[src/lpsc_pkg.sv]
package lpsc_pkg;

    // Depth of each input synchroniser.
    localparam int unsigned SYNC_STAGES = 2;

    // Time allowed for bus outputs to fall after reset, in bus clocks.
    localparam int unsigned RESET_OUT_CLOCKS = 2;

    // Length of a request phase on the bus, in clocks.
    localparam int unsigned REQ_PHASE_CLOCKS = 2;

    // Acknowledge transaction codes put out on o_ack_code.
    localparam logic [1:0] ACK_NONE      = 2'h0;
    localparam logic [1:0] ACK_STOPGRANT = 2'h1;
    localparam logic [1:0] ACK_MGMT      = 2'h2;

    // Reset values of the pins; the active-low pins idle high.
    localparam logic RST_THERMAL_TRIP_N = 1'h1;
    localparam logic RST_MGMT_MEM_N     = 1'h1;

    // Power states of the core.
    typedef enum logic [1:0] {
        ST_RUN,
        ST_STOPGRANT,
        ST_SLEEP,
        ST_THERMAL
    } power_state_t;

endpackage

[src/lpsc_sync_if.sv]
`timescale 1ns/1ns
// Synchronised request levels that pass from the synchroniser to the core.
interface lpsc_sync_if;
    logic clock_stop_req;
    logic sleep_req;
    logic mgmt_int_req;
    logic thermal_hot;

    modport src (output clock_stop_req, output sleep_req,
                 output mgmt_int_req, output thermal_hot);
    modport dst (input clock_stop_req, input sleep_req,
                 input mgmt_int_req, input thermal_hot);
endinterface

[src/low_power_state_control.sv]
`timescale 1ns/1ns
// Summary of operation
// - Held clock-stop request moves the core from running into Stop Grant.
// - Entering Stop Grant from running issues one Stop Grant Acknowledge transaction.
// - Stop Grant gates core clocks except bus and interrupt units.
// - Stop Grant still services snoops and interrupts.
// - Removing clock-stop re-enables all clocks and resumes execution.
// - Clock-stop never touches the bus clock; only core clocks gate.
// - Sleep request is honoured only in Stop Grant, entering Sleep.
// - Sleep stops every unit clock; only the PLL keeps running.
// - Sleep ignores snoops and interrupts; only sleep, thermal, reset count.
// - Sleep request removal returns to Stop Grant, restarting bus clocks.
// - Management interrupt saves state, enters mode, acknowledges, runs.
// - In management mode, memory indicator drives on request clock two.
// - Thermal trip halts execution and latches the trip output.
// - Reset clears the thermal stop only once the sensor is cool.
// - Reset drops bus outputs within two clocks and returns to running.
module low_power_state_control
    import lpsc_pkg::*;
(
    input  wire logic       i_clock,
    input  wire logic       i_rst_b,
    input  wire logic       i_clk_en,
    input  wire logic       i_clock_stop_request_n,
    input  wire logic       i_sleep_request_n,
    input  wire logic       i_mgmt_interrupt_n,
    input  wire logic       i_thermal_over_temp,
    input  wire logic       i_snoop_req,
    input  wire logic       i_interrupt_req,
    input  wire logic       i_bus_grant,
    input  wire logic       i_core_req,
    input  wire logic       i_mgmt_exit,
    input  wire logic       i_mgmt_ram_fetch,
    output logic            o_core_clk_en,
    output logic            o_bus_unit_clk_en,
    output logic            o_intc_clk_en,
    output logic            o_executing,
    output logic            o_save_state,
    output logic            o_mgmt_handler_start,
    output logic            o_management_mode,
    output logic            o_req_valid,
    output logic            o_req_phase2,
    output logic [1:0]      o_ack_code,
    output logic            o_extended_function_line_4,
    output logic            o_snoop_ack,
    output logic            o_interrupt_taken,
    output logic            o_thermal_trip_n,
    output logic [1:0]      o_power_state
);

    lpsc_sync_if sync ();

    lpsc_input_sync u_sync (
        .i_clock                (i_clock),
        .i_rst_b                (i_rst_b),
        .i_clk_en               (i_clk_en),
        .i_clock_stop_request_n (i_clock_stop_request_n),
        .i_sleep_request_n      (i_sleep_request_n),
        .i_mgmt_interrupt_n     (i_mgmt_interrupt_n),
        .i_thermal_over_temp    (i_thermal_over_temp),
        .sync                   (sync)
    );

    // Kinds of request the bus phase carries.
    typedef enum logic [1:0] {
        RQ_NONE,
        RQ_ACK_STOP,
        RQ_ACK_MGMT,
        RQ_CORE
    } req_kind_t;

    typedef struct packed {
        power_state_t state;
        logic         thermal_latched;
        logic         mgmt_mode;
        logic         mgmt_pending;
        logic         stop_ack_pending;
        logic         rst_seen;
        req_kind_t    req_kind;
        logic         req_active;
        logic         req_second;
        logic         req_mgmt_ram;
        logic         core_clk_en;
        logic         bus_clk_en;
        logic         intc_clk_en;
        logic         executing;
        logic         save_state;
        logic         handler_start;
        logic         snoop_ack;
        logic         int_taken;
        logic         trip_n;
        logic [1:0]   ack_code;
        logic         ext_n;
    } ctl_state_t;

    ctl_state_t st_r;
    ctl_state_t st_nxt;

    // Maps the request kind to the acknowledge code driven on the bus.
    function automatic logic [1:0] ack_of(input req_kind_t k);
        case (k)
            RQ_ACK_STOP: ack_of = ACK_STOPGRANT;
            RQ_ACK_MGMT: ack_of = ACK_MGMT;
            default:     ack_of = ACK_NONE;
        endcase
    endfunction

    // Tells whether a state lets the core run its units.
    function automatic logic is_running(input power_state_t s);
        is_running = (s == ST_RUN);
    endfunction

    // Next-state logic. The thermal check comes first in Run and Stop Grant; in Sleep a
    // dropped sleep request wins, and the hot die halts a clock later from Stop Grant.
    always_comb begin
        st_nxt = st_r;
        st_nxt.save_state    = 1'h0;
        st_nxt.handler_start = 1'h0;
        st_nxt.snoop_ack     = 1'h0;
        st_nxt.int_taken     = 1'h0;
        st_nxt.rst_seen      = 1'h1;

        // After reset release a still-hot die relatches the trip once the
        // synchroniser passes it on, so reset clears the stop only once cool.
        if (!st_r.rst_seen && sync.thermal_hot) begin
            st_nxt.thermal_latched = 1'h1;
        end
        if (sync.thermal_hot) begin
            st_nxt.thermal_latched = 1'h1;
        end

        // Power state sequencing.
        case (st_r.state)
            ST_RUN: begin
                if (st_nxt.thermal_latched) begin
                    st_nxt.state = ST_THERMAL;
                end else if (sync.clock_stop_req) begin
                    st_nxt.state = ST_STOPGRANT;
                    st_nxt.stop_ack_pending = 1'h1;
                end else if (sync.mgmt_int_req && !st_r.mgmt_mode) begin
                    st_nxt.save_state   = 1'h1;
                    st_nxt.mgmt_mode    = 1'h1;
                    st_nxt.mgmt_pending = 1'h1;
                end
            end
            ST_STOPGRANT: begin
                if (st_nxt.thermal_latched) begin
                    st_nxt.state = ST_THERMAL;
                end else if (!sync.clock_stop_req) begin
                    st_nxt.state = ST_RUN;
                end else if (sync.sleep_req && !st_r.stop_ack_pending) begin
                    st_nxt.state = ST_SLEEP;
                end
            end
            ST_SLEEP: begin
                // Only the sleep request and the thermal latch are looked at here.
                if (!sync.sleep_req) begin
                    st_nxt.state = ST_STOPGRANT;
                end else if (st_nxt.thermal_latched) begin
                    st_nxt.state = ST_THERMAL;
                end
            end
            ST_THERMAL: begin
                st_nxt.state = ST_THERMAL;
            end
            default: begin
                st_nxt.state = ST_RUN;
            end
        endcase

        if (i_mgmt_exit && st_r.mgmt_mode && is_running(st_r.state)) begin
            st_nxt.mgmt_mode = 1'h0;
        end

        // Snoops and interrupts are served while running or in Stop Grant,
        // never in Sleep or after a thermal stop.
        if (st_r.state == ST_RUN || st_r.state == ST_STOPGRANT) begin
            st_nxt.snoop_ack = i_snoop_req;
            st_nxt.int_taken = i_interrupt_req;
        end

        // Bus request phase, two clocks long. Acknowledges win the bus ahead of core traffic,
        // but wait for a phase already under way, and Sleep waits until the Stop Grant ack phase has started.
        if (st_r.req_active) begin
            if (st_r.req_second) begin
                st_nxt.req_active = 1'h0;
                st_nxt.req_second = 1'h0;
                st_nxt.req_kind   = RQ_NONE;
                if (st_r.req_kind == RQ_ACK_MGMT) begin
                    st_nxt.handler_start = 1'h1;
                end
            end else begin
                st_nxt.req_second = 1'h1;
            end
        end else if (i_bus_grant && st_r.state != ST_SLEEP
                     && st_r.state != ST_THERMAL) begin
            if (st_r.stop_ack_pending) begin
                st_nxt.req_active       = 1'h1;
                st_nxt.req_kind         = RQ_ACK_STOP;
                st_nxt.stop_ack_pending = 1'h0;
                st_nxt.req_mgmt_ram     = 1'h0;
            end else if (st_r.mgmt_pending) begin
                st_nxt.req_active   = 1'h1;
                st_nxt.req_kind     = RQ_ACK_MGMT;
                st_nxt.mgmt_pending = 1'h0;
                st_nxt.req_mgmt_ram = 1'h0;
            end else if (i_core_req && is_running(st_r.state)) begin
                st_nxt.req_active   = 1'h1;
                st_nxt.req_kind     = RQ_CORE;
                st_nxt.req_mgmt_ram = st_r.mgmt_mode
                                      && i_mgmt_ram_fetch;
            end
        end

        // Clock gating follows the next state. The bus clock itself is not
        // generated here, so clock-stop cannot disturb it.
        st_nxt.core_clk_en = is_running(st_nxt.state);
        st_nxt.bus_clk_en  = (st_nxt.state == ST_RUN)
                             || (st_nxt.state == ST_STOPGRANT);
        st_nxt.intc_clk_en = st_nxt.bus_clk_en;
        st_nxt.executing   = is_running(st_nxt.state)
                             && !st_nxt.thermal_latched;
        st_nxt.trip_n      = ~st_nxt.thermal_latched;
        // Bus codes are registered so no decode sits behind a pin.
        st_nxt.ack_code    = ack_of(st_nxt.req_kind);
        st_nxt.ext_n       = (st_nxt.req_active && st_nxt.req_second
                              && st_nxt.req_mgmt_ram)
                             ? ~RST_MGMT_MEM_N
                             : RST_MGMT_MEM_N;
    end

    // Reset drops every bus output at once, without waiting for a clock, and returns to
    // running; the trip latch alone is rebuilt from the cool sensor.
    always_ff @(posedge i_clock or negedge i_rst_b) begin
        if (!i_rst_b) begin
            st_r                 <= '0;
            st_r.state           <= ST_RUN;
            st_r.core_clk_en     <= 1'h1;
            st_r.bus_clk_en      <= 1'h1;
            st_r.intc_clk_en     <= 1'h1;
            st_r.executing       <= 1'h1;
            st_r.trip_n          <= RST_THERMAL_TRIP_N;
            st_r.ack_code        <= ACK_NONE;
            st_r.ext_n           <= RST_MGMT_MEM_N;
        end else if (i_clk_en) begin
            st_r <= st_nxt;
        end
    end

    // All outputs come straight from the state register.
    assign o_core_clk_en        = st_r.core_clk_en;
    assign o_bus_unit_clk_en    = st_r.bus_clk_en;
    assign o_intc_clk_en        = st_r.intc_clk_en;
    assign o_executing          = st_r.executing;
    assign o_save_state         = st_r.save_state;
    assign o_mgmt_handler_start = st_r.handler_start;
    assign o_management_mode    = st_r.mgmt_mode;
    assign o_req_valid          = st_r.req_active;
    assign o_req_phase2         = st_r.req_second;
    assign o_ack_code           = st_r.ack_code;
    // Low-active indicator, driven only in the second request clock.
    assign o_extended_function_line_4 = st_r.ext_n;
    assign o_snoop_ack          = st_r.snoop_ack;
    assign o_interrupt_taken    = st_r.int_taken;
    assign o_thermal_trip_n     = st_r.trip_n;
    assign o_power_state        = st_r.state;

endmodule

[src/lpsc_input_sync.sv]
`timescale 1ns/1ns
module lpsc_input_sync
    import lpsc_pkg::*;
(
    input  wire logic  i_clock,
    input  wire logic  i_rst_b,
    input  wire logic  i_clk_en,
    input  wire logic  i_clock_stop_request_n,
    input  wire logic  i_sleep_request_n,
    input  wire logic  i_mgmt_interrupt_n,
    input  wire logic  i_thermal_over_temp,
    lpsc_sync_if.src   sync
);

    typedef struct packed {
        logic [3:0] stage1;
        logic [3:0] stage2;
    } sync_state_t;

    sync_state_t st_r;
    sync_state_t st_nxt;
    logic [3:0]  raw;

    // Requests are turned active high before sampling.
    assign raw = {i_thermal_over_temp, ~i_mgmt_interrupt_n,
                  ~i_sleep_request_n, ~i_clock_stop_request_n};

    // Stage one is read only by stage two, to contain metastability.
    always_comb begin
        st_nxt = st_r;
        if (i_clk_en) begin
            st_nxt.stage1 = raw;
            st_nxt.stage2 = st_r.stage1;
        end
    end

    always_ff @(posedge i_clock or negedge i_rst_b) begin
        if (!i_rst_b) begin
            st_r <= '0;
        end else begin
            st_r <= st_nxt;
        end
    end

    assign sync.clock_stop_req = st_r.stage2[0];
    assign sync.sleep_req      = st_r.stage2[1];
    assign sync.mgmt_int_req   = st_r.stage2[2];
    assign sync.thermal_hot    = st_r.stage2[3];

endmodule

[config.mk]
export PLATFORM = sky130hd
export DESIGN_NAME = low_power_state_control
export DESIGN_NICKNAME = d
export VERILOG_FILES = /design/src/lpsc_pkg.sv /design/src/lpsc_sync_if.sv /design/src/low_power_state_control.sv /design/src/lpsc_input_sync.sv
export SDC_FILE = /design/constraint.sdc
export NUM_CORES = 1
export LEC_CHECK = 0
export BUFFER_PORTS_ARGS = -buffer_cell sky130_fd_sc_hd__clkbuf_2
export CORE_MARGIN = 2
export CORE_UTILIZATION = 55
export CTS_BUF_LIST = sky130_fd_sc_hd__clkbuf_4
export CTS_CLUSTER_SIZE = 10
export DETAILED_ROUTE_END_ITERATION = 16
export MAX_ROUTING_LAYER = met4
export PLACE_DENSITY = 0.83
export SLEW_MARGIN = 20
export SYNTH_ARGS = -nofsm -noshare
export SYNTH_HDL_FRONTEND = slang
export SYNTH_HIERARCHICAL = 1
export SYNTH_SLANG_ARGS = --single-unit
[constraint.sdc]
create_clock -name i_clock -period 2.1 [get_ports i_clock]
set_clock_uncertainty 0.2 [all_clocks]
set_input_delay 0.105 -clock i_clock [delete_from_list [all_inputs] [get_ports i_clock]]
set_output_delay 0.105 -clock i_clock [all_outputs]
set_load 0.005 [all_outputs]
# Word level (Yosys, flattened, before mapping)
# Index checks and enable logic that the tools add are counted.
# W data, S select, Z words.
[word_totals]
latchBits = 0
rom_bits = 0
elab_cells = 104
ff_bits = 31
memories = 0
ram_bits = 0
in_bits = 13
[op_classes]
n_bitwise = 4
n_mux = 44
div = 0
n_reduce_logical = 23
addsub = 0
order_cmp = 0
n_shift = 0
mul = 0
eq_ne = 11
[op_table]
columns = ["op", "n"]
rows = [
  ["$mux W2", 12],
  ["$mux W3", 8],
  ["$mux W1", 22],
  ["$logic_and A1 B1 Y1", 12],
  ["$eq A2 B2 Y1 const B", 4],
  ["$pmux W2 S4", 1],
  ["$eq A2 B1 Y1 const B", 3],
  ["$ne A2 B2 Y1 const B", 3],
  ["$reduce_and A5 Y1", 1],
  ["$logic_not A1 Y1", 4],
  ["$logic_not A2 Y1", 2],
  ["$not A1 Y1", 4],
  ["$pmux W2 S2", 1],
  ["$reduce_bool A2 Y1", 2],
  ["$logic_or A1 B1 Y1", 2],
  ["$ne A2 B1 Y1 const B", 1],
]

# Longest topological paths before layout
# Gate-level depths: netlist of the first run.
[depth]
ltp_word = 10
ltp_mapped = 5
mapped_depth_nobuf = 4

# Hierarchy
# Netlist of the first run, hierarchy kept.
[by_module_without_submodules]
columns = ["mod", "instances", "area_per_inst_um2", "cells_per_inst"]
rows = [
  ["low_power_state_control", 1, 1086.0, 105],
  ["lpsc_input_sync", 1, 322.8, 20],
]

# Worst setup path before layout of the first run
# Ideal clock, no wire load.
[synth_path]
path_kind = "reg-to-reg"
from = "register st_r, in the netlist o_power_state[1]"
to = "register st_r, in the netlist o_ack_code[1]"
setup_time_ns = 0.119
t_arrival_ns = 1.348
required_time_ns = 1.781
stages_incl_launch_ff = 6
setup_slack_ns = 0.433
cell_sequence = "dfrtp_1 buf_6 nor3b_4 o21ai_1 a221o_1 o21a_1"
[synth_via]
elab_chain_len = 9
elab_cells_between_ends = 14
classes_between = "eq/ne (4); mux (6); reduce/logical (4)"
[synth_lines]
columns = ["item", "line", "rtl"]
rows = [
  ["start, declared", "low_power_state_control.sv:96", "ctl_state_t st_r;"],
  ["start signal, assigned", "low_power_state_control.sv:246", "st_r <= st_nxt;"],
  ["$logic_not A2 Y1", "low_power_state_control.sv:110", "is_running = (s == ST_RUN);"],
  ["$logic_and A1 B1 Y1", "low_power_state_control.sv:207", "end else if (i_core_req && is_running(st_r.state)) begin"],
  ["$mux W3", "low_power_state_control.sv:207", ""],
  ["$mux W3", "low_power_state_control.sv:202", "end else if (st_r.mgmt_pending) begin"],
  ["$mux W3", "low_power_state_control.sv:197", "if (st_r.stop_ack_pending) begin"],
  ["$mux W3 *", "low_power_state_control.sv:195", "end else if (i_bus_grant && st_r.state != ST_SLEEP"],
  ["$mux W3 *", "low_power_state_control.sv:184", "if (st_r.req_active) begin"],
  ["$eq A2 B2 Y1 or $eq A2 B1 Y1 (tied branches)", "low_power_state_control.sv:101", "case (k)"],
  ["$pmux W2 S2 *", "low_power_state_control.sv:101", ""],
]
# Every way passes the cells marked *; elsewhere a longest branch is shown, timed or not.
# A chain may end at the register's enable or synchronous reset.

# Final worst setup path of the first run
# Same ends and word-level chain as after synthesis.

==> results of run 1 <==
[stage by stage]
stage	power (W)	setup WS [ns]	cell area, µm²	cells
2_1_floorplan	0.000914	0.433	1410	125
3_3_place_gp	0.000983	0.368	1540	176
3_5_place_dp	0.00100	0.294	1540	176
4_1_cts	0.00136	0.268	1700	195
5_1_grt	0.00143	0.112	1700	195
6_report	0.00135	0.206	1700	195
[logic make-up (layout without fill, tap and decap cells)]
kind of cell | Yosys count | in the layout | synth area share [%]
flops | 30 | 30 | 53.7
xor+xnor | 2 | 2 | 1.24
simple gates | 30 | 30 | 12.7
mux | 7 | 7 | 6.75
buf+inv | 21 | 61 | 7.99
compound gates | 35 | 35 | 17.6
[where the power goes]
group / internal (W) / switching [W]
combinational: 0.000151 / 0.000123
clock: 0.000154 / 0.000184
sequential: 0.000659 / 0.0000758
[flip-flops by register name, indices dropped and copies added (netlist names), 2 cells and up]
register,count
o_ack_code,2
st_r,6
u_sync/st_r,4
o_power_state,2
[synthesized netlist by cell type, types with 2 or more instances]
master / n / area [µm²]
o31ai_1: 2 / 15.0
a221oi_1: 2 / 17.5
mux2i_1: 2 / 20.0
dfrtp_1: 25 / 626
a21oi_1: 4 / 20.0
buf_4: 5 / 37.5
a31o_2: 2 / 17.5
buf_6: 2 / 22.5
clkbuf_1: 3 / 11.3
o21ai_1: 2 / 10.0
mux2_4: 5 / 75.1
nand2_1: 8 / 30.0
dfstp_2: 5 / 131
nor2_1: 5 / 18.8
inv_1: 11 / 41.3
xnor2_1: 2 / 17.5
a21o_1: 2 / 15.0
nor2b_1: 7 / 43.8
nand3b_1: 2 / 15.0
o2bb2ai_1: 2 / 17.5
o21ai_0: 8 / 40.0
[layout make-up]
class / count / area (µm²) / share of cell area [%]
clock buffer: 7 / 52.6 / 3.09
clock inverter: 1 / 3.75 / 0.221
inverter: 11 / 41.3 / 2.43
multi-input combinational: 74 / 539 / 31.7
sequential: 30 / 757 / 44.5
tap: 30 / 37.5 / 2.21
timing repair buffer: 42 / 270 / 15.9
[tightest hold or removal path, cell delays in order]
cell and delay, ns:
clkbuf_2 0.10, nor3b_4 0.17, nand2_1 0.08, a22o_1 0.12
[layer usage]
layer,vias to the layer above,track usage (%)
met5,-,-
met4,0,16.3
met3,6,5.74
met2,31,38.1
met1,529,26.7
li1,519,-
[final timing paths]
path | to | startpoint | cells after the start | slack, ns
worst min-delay path | st_r[18] | i_bus_grant | 4 | 0.08
max in group asynchronous | o_ack_code[1] | i_rst_b | 2 | 1.07
worst max-delay path | o_ack_code[1] | o_power_state[1] | 4 | 0.21
worst max register to register | o_ack_code[1] | o_power_state[1] | 4 | 0.21
min in group asynchronous | u_sync/st_r[7] | i_rst_b | 2 | 0.16
worst min register to register | o_executing | o_executing | 2 | 0.27
==> run_results.csv, run 1 <==
group,metric,value,unit
status,status,"finished, final reports clean",
synthesis,total_number_of_yosys_warnings,6,
run,maxCapViolCount,0,
routing,met3_wirelength,119,µm
critical_path,slowest_stage,"dfrtp_1",
global_route,first_pass_grt_wire_length,4710,µm
routing,routedWlPerCell,14.2,µm
critical_path,endpoint_kind,"flip-flop",
critical_path,critical_path_source_type,"flip-flop",
synthesis,post_synth_num_cell_types,40,
clocking,path_clk_slew,0.09,ns
routing,drt_first_pass_iters,4,
routing,dr.max_layer_used,"met4",
floorplan,floorplan.core_area,2450,µm²
critical_path,worst-path-max-fanout,10,
synthesis,syn_inst,125,
routing,drt_first_iter_violations,25,
synthesis,mappedNetlistNets,138,
critical_path,cp.arrival,1.96,ns
cells_and_area,diodes,0,
critical_path,cell_chain_critical_path,"nor3b_4 -> o21ai_1 -> a221oi_1 -> o21a_1",
sta,setup_violations,0,
floorplan,die_area,2980,µm²
placement,io_buffers,29,
sta,worstMarginPinSlew,0.726,ns
synthesis,cell_area_after_synthesis,1410,µm²
clocking,clock_insertion_delay_worst_skew,0.33,ns
critical_path,cp_num_buf_inv,0,
placement,detailed_placer_s_ending_hpwl,1890,µm
cells_and_area,mostFrequentLayoutCell,"clkbuf_2",
sta,tns,0,ns
routing,route.layer.met1.wl,1220,µm
routing,final_antenna_net_count,0,
cells_and_area,areaGrowthSynthToFinish,20.8,%
power_and_ir_drop,power_per_cell_area,792,nW/µm²
min_path,hold_class,"primary input to flip-flop",
clocking,htree_levels,2,
routing,wl,2770,µm
clocking,clock_tree.buffer_depth,2,
critical_path,critical_path_class,"flip-flop to flip-flop",
clocking,clock-root-buffer,"clkbuf_4",
global_route,antenna_found_initial,0,
global_route,global_route.usage.total,24.0,%
clocking,cts_resized,0,
critical_path,crit_path_max_incr_delay,0.52,ns
global_route,first_global_vias,1071,
routing,drcViolationCount,0,
placement,gp_congestion,0.823,
sta,slew-limit-headroom,51.6,%
synthesis,count_of_flip_flops_with_a_built_in_enable_after_synthesis,0,
floorplan,floorplan.die.height,54.6,µm
sta,final-hold-violation-count,0,
synthesis,synth_async_sr_flop_share,100,%
cells_and_area,layout.filler_cells,194,
global_route,grt_start_max_net_pins,31,
floorplan,die_w,54.6,µm
floorplan,num_rows,18,
cells_and_area,finish.net_count,177,
clocking,cts-buffers-inserted,5,
routing,vias,1085,
clocking,cts_tree,"done",
critical_path,cp.required,2.16,ns
clocking,post_cts_hold_buffer_count,11,
clocking,clock_sinks,30,
global_route,grt_overflow,0,
sta,upper_clock_frequency_limit,0.528,GHz
routing,viasPerCell,5.56,
floorplan,pin_count,30,
sta,hold_slack,0.0807,ns
synthesis,ys_seq_area_share,53.7,%
synthesis,synth_area_per_cell,11.3,µm²
power_and_ir_drop,ir_worst_vdd,667,µV
critical_path,cpLargestDelayFamily,"compound AO/OA/AOI/OAI gates",
sta,period_utilisation_layout,90.2,%
power_and_ir_drop,p_leak,0.839,nW
synthesis,synth.ff_latch_count,30,
cells_and_area,post_route_cells_drive_above_1_share,32.1,%
clocking,cts_setup_buffers,0,
floorplan,initial_utilization,57.4,%
sta,rsz0062_at_grt,"no",
sta,timing_max_transition_violations_final,0,
cells_and_area,finish.utilization,69.3,%
routing,wl_met2,1380,µm
cells_and_area,most_used_cells_in_the_layout_excluding_fill_and_tap_cells,"clkbuf_2, dfrtp_1, inv_1, dlygate4sd3_1",
synthesis,synth-main-ff-cell,"dfrtp_1",
sta,timing.final.crit_period,1.89,ns
(Power assumes the default switching activity.)
==> run 2: changes to the inputs <==
--- a/config.mk
+++ b/config.mk
@@ -13,8 +13,8 @@
 export DETAILED_ROUTE_END_ITERATION = 16
 export MAX_ROUTING_LAYER = met4
 export PLACE_DENSITY = 0.83
+export REMOVE_ABC_BUFFERS = 1
 export SLEW_MARGIN = 20
 export SYNTH_ARGS = -nofsm -noshare
 export SYNTH_HDL_FRONTEND = slang
-export SYNTH_HIERARCHICAL = 1
 export SYNTH_SLANG_ARGS = --single-unit
==> run 2 against run 1 <==
Effect of this change: wire length rose by 2.6%; final cell count rose by 3.1%; via count rose by 3.4%; global-route usage fell by 1.7 points; setup slack improved by 0.16 ns; highest routed layer unchanged.
==> run_results.csv, run 2 <==
group,metric,value,unit
status,status,"finished, final reports clean",
clocking,clock_sinks,30,
routing,drt_first_pass_iters,4,
global_route,global_route.usage.total,22.3,%
critical_path,cp.required,2.12,ns
synthesis,synth_async_sr_flop_share,100,%
sta,rsz0062_at_grt,"no",
floorplan,pin_count,30,
cells_and_area,post_route_cells_drive_above_1_share,31.6,%
critical_path,critical_path_source_type,"flip-flop",
synthesis,count_of_flip_flops_with_a_built_in_enable_after_synthesis,0,
synthesis,synth.area.top_cells,"dfrtp_1, dfstp_2, o21ai_1",
cells_and_area,regMostFlops,"st_r",
sta,period_utilisation_layout,82.8,%
global_route,antenna_found_initial,0,
clocking,cts-buffers-inserted,5,
power_and_ir_drop,ir_worst_vdd,535,µV
cells_and_area,finish.net_count,184,
floorplan,floorplan.die.height,54.7,µm
synthesis,cell_area_after_synthesis,1420,µm²
cells_and_area,post-route-cell-area,1680,µm²
sta,final-hold-violation-count,0,
global_route,first_pass_grt_wire_length,4370,µm
critical_path,cp.arrival,1.76,ns
sta,slew-limit-headroom,52.1,%
floorplan,die_area,3000,µm²
critical_path,cpLargestDelayFamily,"flip-flops",
min_path,hold_class,"primary input to flip-flop",
synthesis,synth.ff_latch_count,30,
critical_path,endpoint_kind,"flip-flop",
global_route,met3_resource_use_gr,5.74,%
cells_and_area,areaGrowthSynthToFinish,18.7,%
clocking,path_clk_slew,0.09,ns
clocking,clock_insertion_delay_worst_skew,0.33,ns
synthesis,post-synth-top-area-cell,"dfrtp_1",
cells_and_area,flip_flop_count_of_the_largest_register_all_copies_and_words_added,6,
critical_path,worst-path-max-fanout,8,
clocking,cts_resized,0,
synthesis,yosys.cell_count.top_type,"dfrtp_1",
routing,drt_first_iter_violations,26,
placement,placed_cells,185,
sta,tns,0,ns
critical_path,critical_path_class,"flip-flop to flip-flop",
cells_and_area,diodes,0,
power_and_ir_drop,p_leak,0.774,nW
routing,routedWlPerCell,14.1,µm
synthesis,ys_seq_area_share,53.4,%
cells_and_area,reg.largest.list,"st_r: 6 flops, u_sync.st_r: 4 flops",
global_route,gr-usage-met1,28.9,%
global_route,first_global_vias,966,
placement,gp_congestion,0.908,
sta,upper_clock_frequency_limit,0.575,GHz
global_route,globalRoute.busiestLayer,"met2",
synthesis,synth_common_cells,"dfrtp_1, nand2_1, o21ai_1",
critical_path,cp_num_buf_inv,0,
clocking,cts_tree,"done",
sta,worstMarginPinSlew,0.719,ns
synthesis,syn_inst,135,
routing,viasPerCell,5.58,
power_and_ir_drop,power,0.00122,W
floorplan,die_w,54.7,µm
clocking,clock_tree.buffer_depth,2,
sta,setup_violations,0,
placement,detailed_placer_s_ending_hpwl,1920,µm
routing,drcViolationCount,0,
critical_path,cell_chain_critical_path,"nor3b_4 -> o31ai_1 -> a22o_1 -> mux2_4",
synthesis,synth-main-ff-cell,"dfrtp_1",
global_route,gr-usage-met2,31.5,%
power_and_ir_drop,power_per_cell_area,726,nW/µm²
global_route,grt_overflow,0,
routing,vias,1122,
sta,timing_max_transition_violations_final,0,
floorplan,num_rows,18,
cells_and_area,mostFrequentLayoutCell,"clkbuf_2",
floorplan,floorplan.core_area,2450,µm²
clocking,clock-root-buffer,"clkbuf_4",
sta,hold_slack,0.0348,ns
synthesis,post-synth-top-area-fraction,44.2,%
cells_and_area,most_used_cells_in_the_layout_excluding_fill_and_tap_cells,"clkbuf_2, dfrtp_1, nand2_1",
cells_and_area,post_layout_nonfiller_instances,201,
synthesis,post_synth_num_cell_types,42,
placement,dpl-instance-area,1540,µm²
clocking,htree_levels,2,
synthesis,total_number_of_yosys_warnings,0,
global_route,grt_start_max_net_pins,31,
placement,io_buffers,29,
sta,timing.final.crit_period,1.74,ns
floorplan,initial_utilization,57.7,%
critical_path,crit_path_max_incr_delay,0.49,ns
critical_path,slowest_stage,"dfrtp_1",
routing,final_antenna_net_count,0,
routing,wl,2840,µm
run,maxCapViolCount,0,
synthesis,synth_area_per_cell,10.5,µm²
[run 2: cell count changes after synthesis, moves of 5 or more]
cell,change
o21ai_0,-5
nor2_1,+5
o21ai_1,+9
nand2_1,+6
nor2b_1,-6
[run 2: routing by layer]
layer | routed length (µm) | vias up
li1 | - | 540
met1 | 1260 | 532
met2 | 1310 | 41
met3 | 195 | 9
met4 | 63 | 0
met5 | 0 | -
[run 2: layout make-up]
cell class / count / area, µm²
clock inverters: 1 / 3.75
flip-flops and latches: 30 / 757
multi-input cells: 84 / 547
clock buffers: 6 / 45.0
repair buffers: 41 / 258
well taps: 30 / 37.5
fillers: 191 / 773
inverters: 9 / 33.8
[run 2: cells by family (layout without fill, tap and decap cells)]
kind of cell | after synthesis | after routing | synth area share, %
XOR/XNOR | 1 | 1 | 0.618
AO/OA/AOI/OAI | 35 | 35 | 16.5
AND/OR/NAND/NOR | 42 | 42 | 16.5
buffers and inverters | 21 | 57 | 7.95
flip-flops | 30 | 30 | 53.4
multiplexers | 6 | 6 | 4.95
[run 2: what timing repair did]
action | CTS | global route
hold endpoints to repair | 35 | 0
hold buffers | 9 | 0
buffers inserted | 0 | 0
[run 2: report_power, final]
group / switching, W / internal [W]
sequential: 0.0000718 / 0.000636
clock: 0.000183 / 0.000134
combinational: 0.0000890 / 0.000107
total: 0.000344 / 0.000876
[run 2: path summary, 6_finish.rpt]
check,startpoint,to,slack (ns),depth (start not counted)
worst min register to register,o_core_clk_en,o_core_clk_en,0.26,2
worst max register to register,o_req_valid,st_r[12],0.36,4
max in group asynchronous,i_rst_b,u_sync.st_r[4],1.09,2
worst max-delay path,o_req_valid,st_r[12],0.36,4
min in group asynchronous,i_rst_b,st_r[12],0.15,2
worst min-delay path,i_mgmt_ram_fetch,o_extended_function_line_4,0.03,4
[run 2: stage by stage]
| step | util [%] | setup slack [ns] |
|---|---|---|
| floorplan | - | 0.383 |
| global placement | 62.8 | 0.430 |
| detailed placement | 62.8 | 0.382 |
| CTS | 68.5 | 0.368 |
| global route | 68.5 | 0.259 |
| finish | 68.5 | 0.362 |
[run 2: worst min-delay path, delay by kind of cell]
| kind | cells | cell delay (ns) |
|---|---|---|
| AOI/OAI and AO/OA | 2 | 0.22 |
| buffers and inverters | 1 | 0.08 |
| and+or+nand+nor | 1 | 0.16 |
==> run 3: changes to the inputs <==
==> constraint.sdc (replaced) <==
create_clock -name i_clock -period 1.6 [get_ports i_clock]
set_clock_uncertainty 0.2 [all_clocks]
set_input_delay 0.08 -clock i_clock [delete_from_list [all_inputs] [get_ports i_clock]]
set_output_delay 0.08 -clock i_clock [all_outputs]
set_load 0.005 [all_outputs]
==> run 3 against run 2 <==
Effect of this change: the run now ends with negative setup slack left; cell area rose by 7.6%; highest routed layer unchanged; first-iteration DRC count increased by 31%; register-to-register slack worse by 0.39 ns; core utilization grew 5.2 points; maximum frequency up 6.7%; via count up 9.0%; largest cell class unchanged; final cell count is 5.5% higher; wire length rose by 19%.
==> run_results.csv, run 3 (synthesis gave the netlist of run 2 again) <==
group,metric,value,unit
clocking,clock-root-buffer,"clkbuf_4",
critical_path,slowest_stage,"dfrtp_1",
routing,final_antenna_net_count,0,
critical_path,cp_num_buf_inv,0,
status,violations_in_the_final_reports,"negative setup slack",
routing,drt_first_iter_violations,34,
global_route,first_pass_grt_wire_length,5280,µm
sta,worstMarginPinSlew,0.374,ns
status,status,"complete, but fails checks",
placement,detailed_placer_s_ending_hpwl,2150,µm
placement,gp_congestion,0.975,
clocking,clock_insertion_delay_worst_skew,0.33,ns
sta,timing_max_transition_violations_final,0,
global_route,antenna_found_initial,0,
clocking,cts_tree,"done",
power_and_ir_drop,ir_worst_vdd,707,µV
cells_and_area,most_used_cells_in_the_layout_excluding_fill_and_tap_cells,"clkbuf_2, dfrtp_1, nand2_1",
sta,final-hold-violation-count,0,
cells_and_area,post_route_cells_drive_above_1_share,41.2,%
floorplan,initial_utilization,57.7,%
cells_and_area,mostFrequentLayoutCell,"clkbuf_2",
critical_path,critical_path_class,"flip-flop to flip-flop",
global_route,global_route.usage.total,26.5,%
floorplan,floorplan.die.height,54.7,µm
cells_and_area,reg.largest.list,"st_r: 6 flops, u_sync.st_r: 4 flops",
critical_path,worst-path-max-fanout,5,
cells_and_area,finish.net_count,194,
global_route,grt_start_max_net_pins,31,
cells_and_area,post_layout_nonfiller_instances,212,
critical_path,cp.required,1.62,ns
cells_and_area,layout.filler_cells,174,
cells_and_area,regMostFlops,"st_r",
floorplan,die_area,3000,µm²
cells_and_area,diodes,0,
sta,final.setup.worst_slack,-0.0294,ns
clocking,clock_sinks,30,
sta,slew-limit-headroom,75.1,%
power_and_ir_drop,p_leak,0.851,nW
routing,drt_first_pass_iters,4,
sta,upper_clock_frequency_limit,0.614,GHz
sta,period_utilisation_layout,102,%
sta,rsz0062_at_grt,"yes",
clocking,cts-buffers-inserted,5,
cells_and_area,flip_flop_count_of_the_largest_register_all_copies_and_words_added,6,
routing,vias,1223,
run,maxCapViolCount,0,
global_route,first_global_vias,1126,
floorplan,num_rows,18,
placement,io_buffers,29,
sta,setup_violations,3,
power_and_ir_drop,power_per_cell_area,921,nW/µm²
critical_path,critical_path_source_type,"flip-flop",
floorplan,floorplan.core_area,2450,µm²
routing,viasPerCell,5.77,
routing,drcViolationCount,0,
critical_path,cp.arrival,1.65,ns
critical_path,cell_chain_critical_path,"nor3b_4 -> o31ai_1 -> a22o_1 -> mux2_4",
routing,wl,3380,µm
sta,hold_slack,0.00466,ns
min_path,hold_class,"primary input to flip-flop",
placement,dpl-instance-area,1600,µm²
placement,placed_cells,192,
critical_path,endpoint_kind,"flip-flop",
critical_path,cpLargestDelayFamily,"flip-flops",
global_route,grt_overflow,0,
critical_path,crit_path_max_incr_delay,0.43,ns
clocking,path_clk_slew,0.09,ns
floorplan,die_w,54.7,µm
clocking,htree_levels,2,
clocking,clock_tree.buffer_depth,2,
routing,routedWlPerCell,16.0,µm
cells_and_area,post-route-cell-area,1810,µm²
sta,timing.final.crit_period,1.63,ns
floorplan,pin_count,30,
cells_and_area,areaGrowthSynthToFinish,27.7,%
-- run 3: changes by cell type in the layout (fill, tap and decap cells not counted), sizes merged --
cell	delta
clkinv	+1
buf	+10
-- run 3: where the power goes --
part | switching (W) | total [W] | internal, W | leakage (nW)
combinational | 0.000145 | 0.000307 | 0.000162 | 0.456
clock | 0.000256 | 0.000438 | 0.000182 | 0.0331
sequential | 0.0000853 | 0.000921 | 0.000835 | 0.361
-- run 3: timing repair --
action | in CTS | in global routing
hold endpoints to repair | 43 | 0
pin swaps | 2 | 0
endpoints found under the setup margin | 4 | 10
gates resized for setup | 2 | 9
gates cloned | 0 | 0
buffers inserted | 1 | 2
hold buffers | 9 | 0
-- run 3: path summary, 6_finish.rpt --
kind                                  startpoint                          to  slack (ns)  depth (start not counted)
worst min-delay path            i_mgmt_ram_fetch  o_extended_function_line_4       0.005                          4
max in group asynchronous                i_rst_b            o_thermal_trip_n        0.80                          3
min in group asynchronous                i_rst_b                o_req_phase2        0.08                          3
worst max-delay path                 o_req_valid                    st_r[12]       -0.03                          4
worst min register to register  o_thermal_trip_n            o_thermal_trip_n        0.28                          2
worst max register to register       o_req_valid                    st_r[12]       -0.03                          4
-- run 3: final cells by class --
class | count | area (µm²) | share of cell area [%]
Multi-Input combinational cell | 84 | 593 | 32.8
Tap cell | 30 | 37.5 | 2.07
Clock buffer | 6 | 45.0 | 2.49
Clock inverter | 2 | 8.76 | 0.484
Inverter | 9 | 33.8 | 1.87
Sequential cell | 30 | 758 | 41.9
Timing Repair Buffer | 51 | 333 | 18.4
-- run 3: stage by stage --
step | power (W) | worst slack [ns] | setup TNS [ns] | utilization [%]
floorplan | 0.00106 | -0.117 | -0.271 | -
global placement | 0.00119 | 0.0190 | 0 | 65.0
detailed placement | 0.00121 | -0.0552 | -0.142 | 65.0
CTS | 0.00166 | -0.0169 | -0.0172 | 71.5
global route | 0.00176 | -0.110 | -0.363 | 73.7
finish | 0.00167 | -0.0294 | -0.0427 | 73.7
-- run 3: worst register-to-register path: cells and delay by family, from the launching register on --
| kind | cells | cell delay [ns] |
|---|---|---|
| simple gates | 1 | 0.29 |
| compound gates | 2 | 0.35 |
| flops | 1 | 0.43 |
| mux | 1 | 0.25 |
-- run 3: layer usage --
| metal | part of all wire, % | track usage, % | vias to the layer above | wire length (µm) |
|---|---|---|---|---|
| met1 | 41 | 31.0 | 596 | 1390 |
| met5 | 0 | - | - | 0 |
| li1 | - | - | 562 | - |
| met3 | 5.7 | 7.92 | 10 | 192 |
| met4 | 2.3 | 13.3 | 0 | 78 |
| met2 | 51 | 41.1 | 55 | 1720 |
